<file path="config.mk">
export PLATFORM = sky130hd
export DESIGN_NAME = bcu_branch_ctrl
export DESIGN_NICKNAME = d
export VERILOG_FILES = /design/src/bcu_pkg.sv /design/src/bcu_branch_ctrl.sv
export SDC_FILE = /design/constraint.sdc
export NUM_CORES = 1
export LEC_CHECK = 0
export BUFFER_PORTS_ARGS = -buffer_cell sky130_fd_sc_hd__buf_2
export CAP_MARGIN = 40
export CELL_PAD_IN_SITES_DETAIL_PLACEMENT = 1
export CELL_PAD_IN_SITES_GLOBAL_PLACEMENT = 1
export CORE_MARGIN = 2
export CORE_UTILIZATION = 43
export CTS_CLUSTER_SIZE = 14
export DETAILED_ROUTE_END_ITERATION = 7
export GPL_TIMING_DRIVEN = 1
export PLACE_DENSITY_LB_ADDON = 0.1
export SLEW_MARGIN = 25
export SYNTH_ARGS = -nofsm -noshare
export SYNTH_HDL_FRONTEND = slang
export SYNTH_SLANG_ARGS = --single-unit
</file>
<file path="constraint.sdc">
create_clock -name core_clk -period 2.97 [get_ports core_clk]
set_clock_uncertainty 0.1 [all_clocks]
set_input_delay 0.297 -clock core_clk [delete_from_list [all_inputs] [get_ports core_clk]]
set_output_delay 0.297 -clock core_clk [all_outputs]
set_load 0.1 [all_outputs]
</file>
<file path="src/bcu_pkg.sv">
// Shared constants and carrier types for the branch control unit
package bcu_pkg;
    // Widths of program counter, opcode and page field
    localparam int PC_W       = 16;
    localparam int OPC_W      = 8;
    localparam int PAGE_BITS  = 11;
    localparam int PAGE_SEL_W = 5;

    // Machine cycle timing on the oscillator input clock
    localparam int OSC_PER_STATE = 2;
    localparam int STATES_PER_MC = 6;
    localparam int CLK_PER_MC    = OSC_PER_STATE * STATES_PER_MC;
    localparam logic [2:0] MC_FIRST = 3'h0;
    localparam logic [2:0] MC_LAST  = 3'(STATES_PER_MC - 1);

    // Internal stack depth in bytes
    localparam int STK_DEPTH_DEF = 16;

    // Opcode encodings
    localparam logic [7:0] OPC_NO_OP      = 8'h00;
    localparam logic [7:0] OPC_SHORT_JMP  = 8'h20;
    localparam logic [7:0] OPC_LONG_JMP   = 8'h22;
    localparam logic [7:0] OPC_TABLE_JMP  = 8'h23;
    localparam logic [7:0] OPC_LONG_CALL  = 8'h24;
    localparam logic [7:0] OPC_SUB_RET    = 8'h25;
    localparam logic [7:0] OPC_IRQ_RET    = 8'h26;
    localparam logic [7:0] OPC_ACC_ZERO   = 8'h27;
    localparam logic [7:0] OPC_ACC_NZERO  = 8'h28;
    localparam logic [7:0] OPC_DEC_BRANCH = 8'h29;
    localparam logic [7:0] OPC_CMP_BRANCH = 8'h2A;
    // Page forms match on the low opcode bits only
    localparam logic [4:0] PAGE_JMP_SEL   = 5'h01;
    localparam logic [4:0] PAGE_CALL_SEL  = 5'h11;

    // Instruction handed over by the core at machine cycle start
    typedef struct packed {
        logic [7:0]  opcode;
        logic [7:0]  byte1;
        logic [7:0]  byte2;
        logic [15:0] next_pc;
        logic [7:0]  acc;
        logic [15:0] data_pointer_register;
        logic [7:0]  opnd_a;
        logic [7:0]  opnd_b;
    } bcu_req_t;

    // Result of one completed instruction
    typedef struct packed {
        logic [15:0] pc;
        logic        carry;
        logic        carry_we;
        logic [7:0]  wb_data;
        logic        wb_we;
        logic        irq_done;
    } bcu_rsp_t;

    // Execution sequencer states
    typedef enum logic [1:0] {
        BCU_IDLE = 2'b00,
        BCU_CYC1 = 2'b01,
        BCU_CYC2 = 2'b10
    } bcu_state_t;
endpackage
</file>
<file path="src/bcu_branch_ctrl.sv">
// Program-flow control: jumps, calls, returns, conditional branches
// Contract
// RULE1: short jump: two bytes, signed offset byte
// RULE2: long jump loads 16-bit absolute target
// RULE3: page jump: three bits in opcode, eight after
// RULE4: page jump replaces low 11 PC bits
// RULE5: table jump target is pointer plus accumulator
// RULE6: long call 16-bit, page call 2K block
// RULE7: return resumes after the calling instruction
// RULE8: interrupt return also reports service finished
// RULE9: conditional branch offset spans -128 to +127
// RULE10: zero branches test accumulator directly
// RULE11: decrement operand, write back, branch if nonzero
// RULE12: compare branch taken only when bytes differ
// RULE13: compare sets carry when first is lower
// RULE14: flow instructions two cycles, no-op one
// RULE15: clock generator sequences machine cycle states
// RULE16: taken offset added as two's complement
// RULE17: six states of two clocks each
// RULE18: calls push next address low first; returns pop
`timescale 1ns/1ps
module bcu_branch_ctrl #(
    parameter int STK_DEPTH = bcu_pkg::STK_DEPTH_DEF
) (
    // Clock and reset
    input  wire logic             core_clk,
    input  wire logic             reset_n,
    // Instruction request
    input  wire bcu_pkg::bcu_req_t req,
    input  wire logic             req_valid,
    output logic                  req_ready,
    // Interrupt controller
    input  wire logic             irq_active,
    // Instruction result
    output bcu_pkg::bcu_rsp_t     rsp,
    output logic                  rsp_valid,
    // Machine cycle timing
    output logic [2:0]            mc_state,
    output logic                  mc_phase,
    output logic                  busy
);
    import bcu_pkg::*;

    localparam int SPW   = $clog2(STK_DEPTH);
    localparam int A_ONE = CLK_PER_MC;
    localparam int A_TWO = 2 * CLK_PER_MC;

    // Stack must hold at least one return address, power of two
    if (STK_DEPTH < 2 || (1 << SPW) != STK_DEPTH) begin : g_chk
        $error("STK_DEPTH must be a power of two, at least 2");
    end

    logic             rst_meta_q;
    logic             rst_n;
    logic [2:0]       mc_state_q;
    logic             mc_phase_q;
    logic             mc_start;
    logic             mc_end;
    bcu_state_t       fsm_q;
    logic             accept;
    logic [PC_W-1:0]  rel1;
    logic [PC_W-1:0]  rel2;
    logic [PC_W-1:0]  page_tgt;
    logic [PC_W-1:0]  pop_addr;
    logic [7:0]       dec_val;
    bcu_rsp_t         dec;
    logic             dec_two;
    logic             dec_push;
    logic             dec_pop;
    bcu_rsp_t         pend_q;
    logic             two_q;
    logic [7:0]       op_q;
    bcu_rsp_t         rsp_q;
    logic             rsp_valid_q;
    logic [7:0]       stk_q [STK_DEPTH];
    logic [SPW-1:0]   sp_q;

    // Reset release through two flip-flops
    always_ff @(posedge core_clk or negedge reset_n) begin
        if (!reset_n) begin
            rst_meta_q <= 1'b0;
            rst_n      <= 1'b0;
        end else begin
            rst_meta_q <= 1'b1;
            rst_n      <= rst_meta_q;
        end
    end

    // State generator: six states, two clocks each
    always_ff @(posedge core_clk or negedge rst_n) begin
        if (!rst_n) begin
            mc_state_q <= MC_FIRST;
            mc_phase_q <= 1'b0;
        end else begin
            mc_phase_q <= ~mc_phase_q;                   // [RULE17]
            if (mc_phase_q) begin
                mc_state_q <= (mc_state_q == MC_LAST) ? MC_FIRST
                              : mc_state_q + 3'h1;       // [RULE15]
            end
        end
    end

    assign mc_start  = (mc_state_q == MC_FIRST) && !mc_phase_q;
    assign mc_end    = (mc_state_q == MC_LAST) && mc_phase_q;
    assign mc_state  = mc_state_q;
    assign mc_phase  = mc_phase_q;
    assign req_ready = rst_n && (fsm_q == BCU_IDLE) && mc_start; // Shut in reset
    assign accept    = req_ready && req_valid;
    assign busy      = (fsm_q != BCU_IDLE);

    // Target candidates, offsets sign extended
    assign rel1 = req.next_pc + {{8{req.byte1[7]}}, req.byte1}; // [RULE16]
    assign rel2 = req.next_pc + {{8{req.byte2[7]}}, req.byte2}; // [RULE9]
    assign page_tgt = {req.next_pc[PC_W-1:PAGE_BITS],
                       req.opcode[OPC_W-1:PAGE_SEL_W], req.byte1}; // [RULE4]
    assign pop_addr = {stk_q[sp_q - SPW'(1)], stk_q[sp_q - SPW'(2)]};
    assign dec_val  = req.opnd_a - 8'h01;

    // Opcode decode and execution result
    always_comb begin
        dec      = '0;
        dec.pc   = req.next_pc;
        dec_two  = 1'b1;
        dec_push = 1'b0;
        dec_pop  = 1'b0;
        case (req.opcode)
            OPC_SHORT_JMP: dec.pc = rel1;                  // [RULE1]
            OPC_LONG_JMP:  dec.pc = {req.byte1, req.byte2}; // [RULE2]
            OPC_TABLE_JMP: dec.pc = req.data_pointer_register + {8'h00, req.acc}; // [RULE5]
            OPC_LONG_CALL: begin
                dec.pc   = {req.byte1, req.byte2};         // [RULE6]
                dec_push = 1'b1;
            end
            OPC_SUB_RET: begin
                dec.pc  = pop_addr;                        // [RULE7]
                dec_pop = 1'b1;
            end
            OPC_IRQ_RET: begin
                dec.pc       = pop_addr;
                dec_pop      = 1'b1;
                dec.irq_done = irq_active;                 // [RULE8]
            end
            OPC_NO_OP: dec_two = 1'b0;                     // [RULE14]
            OPC_ACC_ZERO: begin
                if (req.acc == 8'h00) dec.pc = rel1;       // [RULE10]
            end
            OPC_ACC_NZERO: begin
                if (req.acc != 8'h00) dec.pc = rel1;       // [RULE10]
            end
            OPC_DEC_BRANCH: begin
                dec.wb_data = dec_val;                     // [RULE11]
                dec.wb_we   = 1'b1;
                if (dec_val != 8'h00) dec.pc = rel2;
            end
            OPC_CMP_BRANCH: begin
                dec.carry    = req.opnd_a < req.opnd_b;    // [RULE13]
                dec.carry_we = 1'b1;
                if (req.opnd_a != req.opnd_b) dec.pc = rel2; // [RULE12]
            end
            default: begin
                if (req.opcode[PAGE_SEL_W-1:0] == PAGE_JMP_SEL) begin
                    dec.pc = page_tgt;                     // [RULE3]
                end else if (req.opcode[PAGE_SEL_W-1:0] == PAGE_CALL_SEL) begin
                    dec.pc   = page_tgt;                   // [RULE6]
                    dec_push = 1'b1;
                end else begin
                    dec_two = 1'b0;
                end
            end
        endcase
    end

    // Sequencer: one or two machine cycles per instruction
    always_ff @(posedge core_clk or negedge rst_n) begin
        if (!rst_n) begin
            fsm_q <= BCU_IDLE;
        end else begin
            case (fsm_q)
                BCU_IDLE: if (accept) fsm_q <= BCU_CYC1;
                BCU_CYC1: if (mc_end) fsm_q <= two_q ? BCU_CYC2 : BCU_IDLE;
                BCU_CYC2: if (mc_end) fsm_q <= BCU_IDLE;   // [RULE14]
                default:  fsm_q <= BCU_IDLE;
            endcase
        end
    end

    // Capture decode result at acceptance
    always_ff @(posedge core_clk or negedge rst_n) begin
        if (!rst_n) begin
            pend_q <= '0;
            two_q  <= 1'b0;
            op_q   <= OPC_NO_OP;
        end else if (accept) begin
            pend_q <= dec;
            two_q  <= dec_two;
            op_q   <= req.opcode;
        end
    end

    // Publish result at end of last machine cycle
    always_ff @(posedge core_clk or negedge rst_n) begin
        if (!rst_n) begin
            rsp_q       <= '0;
            rsp_valid_q <= 1'b0;
        end else begin
            rsp_valid_q <= 1'b0;
            if (mc_end && (fsm_q == BCU_CYC2
                           || (fsm_q == BCU_CYC1 && !two_q))) begin
                rsp_q       <= pend_q;
                rsp_valid_q <= 1'b1;
            end
        end
    end

    assign rsp       = rsp_q;
    assign rsp_valid = rsp_valid_q;

    // Return address stack, low byte stored first
    always_ff @(posedge core_clk or negedge rst_n) begin
        if (!rst_n) begin
            sp_q <= '0;
        end else if (accept && dec_push) begin
            sp_q <= sp_q + SPW'(2);                        // [RULE18]
        end else if (accept && dec_pop) begin
            sp_q <= sp_q - SPW'(2);                        // [RULE18]
        end
    end

    // Stack storage has no reset
    always_ff @(posedge core_clk) begin
        if (accept && dec_push) begin
            stk_q[sp_q]           <= req.next_pc[7:0];     // [RULE18]
            stk_q[sp_q + SPW'(1)] <= req.next_pc[15:8];
        end
    end
endmodule

</file>
Word level (Yosys, flattened, before mapping)
Memory sizes are Yosys's and may differ from the RTL's.
Index checks and enable logic that the tools add are counted.
{ "totals": {"register_bits": 70, "latch_bits": 0, "mem_bits_rw": 128, "rom_bits": 0, "inputBits": 84, "out_inout_bits": 35, "elab_cells": 103, "mem_count": 1} }
{ "memory_table": {"columns": ["name", "words", "word_bits", "rd", "rd_ports_with_merged_regs", "wr", "line", "source"], "rows": [
  ["stk_q", 16, 8, 2, 0, 2, "bcu_branch_ctrl.sv:75", "logic [7:0] stk_q [STK_DEPTH];"]
]} }
{ "classes": {"add_sub_neg": 9, "n_mul": 0, "n_div": 0, "magnitude_cmp": 1, "n_eq_ne": 19, "n_shift": 0, "muxes": 27, "bitwise": 1, "reduce_logical": 25} }
{ "ops": {"columns": ["operator", "count"], "rows": [
  ["one-hot mux 16 bit (9 select lines)", 1],
  ["== test 8 x 6 -> 1 bit, second input constant", 10],
  ["two-way mux 16 bit", 4],
  ["adder 16 bit", 2],
  ["two-way mux 11 bit", 2],
  ["OR reduction 10 bit", 2],
  ["adder 16 x 8 -> 16 bit", 1],
  ["zero test 8 bit", 2],
  ["nonzero test 8 bit", 2],
  ["two-way mux 2 bit", 5],
  ["logical AND 1 bit", 9],
  ["two-way mux 9 bit", 1],
  ["< comparator 8 bit", 1],
  ["two-way mux 1 bit", 8],
  ["two-way mux 4 bit", 2],
  ["!= test 8 bit", 1],
  ["subtractor 8 x 1 -> 8 bit, second input constant", 1],
  ["!= test 2 bit, second input constant", 3],
  ["one-hot mux 2 bit (3 select lines)", 1],
  ["== test 5 x 1 -> 1 bit, second input constant", 1],
  ["== test 5 bit, second input constant", 1],
  ["adder 4 x 1 -> 4 bit, second input constant", 1],
  ["adder 4 x 2 -> 4 bit, second input constant", 1],
  ["one-hot mux 1 bit (2 select lines)", 2],
  ["15 further kinds", 18]
]} }

Depth between registers and ports, before layout
{ "logic_depth": {"depth_word": 7, "depth_mapped": 15, "mapped_depth_nobuf": 11} }

Least setup slack after synthesis
Ideal clock, no wire load.
{ "synth_timing": {"kind": "register to register", "from": "reg rst_n", "to": "mem stk_q[2][0] (enable)", "setup_ns": 0.409, "t_arrival_ns": 6.155, "t_required_ns": 2.461, "path_slack_ns": -3.695, "path_stages_with_launch": 7, "n_path_buf": 0, "period_less_slack_ns": 6.665, "cell_sequence": "dfrtp_1 nor4b_2 nor4b_2 nand2_1 nor2_1 nand2_1 nor3_1"} }
{ "synth_lines": {"columns": ["element", "line", "source"], "rows": [
  ["start: declaration", "bcu_branch_ctrl.sv:54", "logic rst_n;"],
  ["start signal: assignment", "bcu_branch_ctrl.sv:85", "rst_n <= rst_meta_q;"],
  ["end: declaration", "bcu_branch_ctrl.sv:75", null]
]} }

Final worst setup path
{ "layout_timing": {"from": "reg sp_q[1]", "to": "reg pend_q[12] (netlist bit)"} }
{ "layout_between": {"elab_chain_cells": 3} }
{ "layout_rtl": {"columns": ["element", "line", "source"], "rows": [
  ["start: declaration", "bcu_branch_ctrl.sv:76", "logic [SPW-1:0] sp_q;"],
  ["start signal: assignment", "bcu_branch_ctrl.sv:223", "sp_q <= sp_q + SPW'(2);"],
  ["start signal: assignment", "bcu_branch_ctrl.sv:225", "sp_q <= sp_q - SPW'(2);"],
  ["subtractor 4 x 2 -> 4 bit", "bcu_branch_ctrl.sv:116", "assign pop_addr = {stk_q[sp_q - SPW'(1)], stk_q[sp_q - SPW'(2)]};"],
  ["memory (16 x 8 bit)", null, null],
  ["one-hot mux 16 bit (9 select lines)", "bcu_branch_ctrl.sv:126", "case (req.opcode)"],
  ["end signal: assignment", "bcu_branch_ctrl.sv:190", "pend_q <= '0;"],
  ["end signal: assignment", "bcu_branch_ctrl.sv:194", "pend_q <= dec;"],
  ["end: declaration", "bcu_branch_ctrl.sv:70", "bcu_rsp_t pend_q;"]
]} }
Every way passes these cells.
A chain may end at the register's enable or synchronous reset.

==> impl_metrics.tcl <==
set metrics [dict create \
    ys_seq_elements 197 \
    cts.clk_slew.worst_paths_ps 90 \
    drv_slew 0 \
    powerDensity_nw_per_um2 542.1 \
    power_switching_mw 2.292 \
    port_buffers 118 \
    utilization 0.5307 \
    wl_per_cell_um 22.98 \
    reg2reg_setup_slack_ps 180 \
    synth.distinct_cells 72 \
    antenna_found_initial 0 \
    fin_tns_setup_ps 0 \
    worstMarginPinSlew_ps 684.9 \
    max_cap_violations 0 \
    antenna_left 0 \
    worstReg2RegStart "sp_q[1]" \
    finalHoldViolCount 0 \
    cts_buffer_depth 2 \
    ioPinCount 119 \
    critPathMaxStageDelay_ps 390 \
    met3WireLength_um 1433 \
    routed.top_layer "met4" \
    numCtsBuffers 17 \
    period_needed_ps 2790 \
    cp-start-kind "flop" \
    final_cell_mix "184 x nand2_1, 128 x edfxtp_1, 118 x buf_2, 67 x dfrtp_1, 59 x a21oi_1" \
    wl_met2_um 16020 \
    dieArea_um2 26370 \
    fin_nets 1248 \
    grt_usage 0.2604 \
    drc 0 \
    pwr-share-seq 0.431 \
    clock_sinks 197 \
    cp.required_ps 3190 \
    drive_gt1_frac 0.2509 \
    synth_edf_count 128 \
    swShare 0.3256 \
    first_pass_iters 5 \
    async_flop_share 0.3503 \
    yosysTopAreaCellShare 0.3563 \
    vias 8456 \
    viasPerCell 5.840 \
    die_h_um 162.4 \
    synth_warnings 0 \
    syn_inst 949 \
    rsz0062_at_grt "false" \
    vdd_drop_max_mv 0.3373 \
    grt-ovfl-total 0 \
    drtIter0Drc 626 \
    die_w_um 162.4 \
    cts_tree "yes" \
    wl_met1_um 15220 \
    ctsHtreeMaxLevel 4 \
    slew_headroom 0.5401 \
    endpoint_kind "flop" \
    p_int_mw 4.746 \
    syn_area_um2 10790 \
    place_inst 1415 \
    crit_family "compound AO/OA/AOI/OAI gates" \
    cpMaxStageDelayCell "dfrtp_2" \
    clkPwrFrac 0.351 \
    root_buffer "clkbuf_16" \
    gp_congestion 0.8767 \
    cp_common_cell "buf_4" \
    coreArea_um2 24460 \
    post-route-period-util 0.9394 \
    reg2regPathDepth 12 \
    total_power_mw 7.037 \
    wirelength_um 33280 \
    synth_ff_type "edfxtp_1" \
    synth_top_area_cell "edfxtp_1" \
    leakagePower_nw 5.339 \
    syn_avg_cell_area_um2 11.37 \
    first_global_vias 8610 \
    synthTopCellsByArea "edfxtp_1 36%, dfrtp_1 16%, mux4_2 6.7%" \
    grt_pass1_wl_um 51560 \
    start_util 0.4409 \
    dp_hpwl_um 24100 \
    setup_violations 0 \
    p_comb_frac 0.218 \
    fin_cells 1448 \
    critPathArrivalTime_ps 3010 \
    rows 57 \
    seq_area_frac_synth 0.5164 \
    crit_fanout 13 \
    r2r-end "pend_q[12]" \
    critPathKind "flop to flop" \
    cts_resized 0 \
    syn-num-nets 1086 \
    area_delta_synth_final_pct 20.36 \
    crit_buf_inv 4 \
    status "completed" \
    n_antenna_cell 0 \
    grt_max_degree 41 \
    fmax_ghz 0.3584 \
    hp-class "flop to asynchronous set/reset pin" \
    clk_latency_ps 450 \
    final_common_cell "nand2_1" \
    path_cells "inv_1 > ha_1 > buf_12 > buf_4 > mux4_2 > mux2i_1 > buf_4 > o211ai_1 > a221oi_1 > nand2b_1 > a21oi_1 > o21ai_1" \
]
-- through the flow --
stage	cell area, µm²	worst slack [ps]	hold slack [ps]
2_1_floorplan	10920	-1059	-98.59
3_3_place_gp	12330	145.0	-16.97
3_5_place_dp	12350	82.73	-15.91
4_1_cts	12980	167.4	11.08
5_1_grt	12980	16.11	25.77
6_report	12980	180.0	25.15
-- per-layer routing --
metal	up-vias	track usage
li1	3859	-
met1	4318	0.3672
met2	238	0.4311
met3	41	0.03285
met4	0	0.06516
met5	-	0
-- worst max-delay path by stage --
stage,from,cells past startpoint,endpoint
floorplan,rst_n,6,stk_q[2][0]
finish,sp_q[1],12,pend_q[12]
CTS,sp_q[1],12,pend_q[25]
global route,sp_q[1],12,pend_q[21]
global placement,req[8],11,pend_q[22]
detailed placement,req[8],11,pend_q[22]
-- worst reg2reg max path: cells and delay by family, from the launching register on --
kind / cells / cell delay (ps)
AOI/OAI and AO/OA: 4 / 620
muxes: 2 / 480
DFF: 1 / 390
buffers and inverters: 4 / 620
adders and majority gates: 1 / 380
and+or+nand+nor: 1 / 90
-- cell families after synthesis --
family / after synthesis / synth area share
AOI/OAI and AO/OA: 195 / 0.1197
other: 1 / 0.0003477
adders and majority gates: 53 / 0.06357
and+or+nand+nor: 341 / 0.1529
muxes: 46 / 0.08015
DFF: 197 / 0.5164
xor gates and xnor gates: 50 / 0.04060
buffers and inverters: 66 / 0.02633
-- power groups by stage --
stage | sequential [mW] | clock, mW | combinational, mW
2_1_floorplan | 3.30 | 0 | 0.773
3_3_place_gp | 3.09 | 0 | 1.50
3_5_place_dp | 3.09 | 0 | 1.53
4_1_cts | 3.03 | 2.52 | 1.54
5_1_grt | 3.04 | 2.61 | 1.65
6_report | 3.03 | 2.47 | 1.53
-- registers in the layout, summed over array words and instances, names as in the netlist --
signal and flops:
stk_q 128, pend_q 28, rsp 28, mc_state 3
sp_q 3, fsm_q 2, mc_phase 1, rsp_valid 1
rst_meta_q 1, rst_n 1, two_q 1
-- cells in the mapped netlist, types with 8 or more instances --
master / instances
o21ai_0: 37
buf_2: 11
nand4_1: 9
a221oi_1: 15
a31oi_1: 10
clkbuf_1: 18
o21a_1: 11
edfxtp_1: 128
a21o_1: 8
inv_1: 30
mux2i_1: 11
nand3_1: 17
dfrtp_1: 69
xnor2_1: 35
a21oi_1: 59
xor2_1: 15
nor3_1: 17
nor2_1: 43
ha_1: 50
mux4_2: 32
nand2_1: 186
nand2b_1: 17
-- timing repair --
action / in CTS / in global routing
endpoints found under the hold margin: 2 / 0
hold buffers: 1 / 0
buffers inserted: 0 / 0
-- layout make-up --
cell class / instances / area, µm²
fillers: 2624 / 11480
flip-flops and latches: 197 / 5575
multi-input cells: 686 / 5039
repair buffers: 179 / 1226
clock buffers: 17 / 425.4
well taps: 324 / 405.4
clock inverters: 15 / 198.9
inverters: 30 / 112.6
Note: power is estimated with default switching activity, not from simulation.
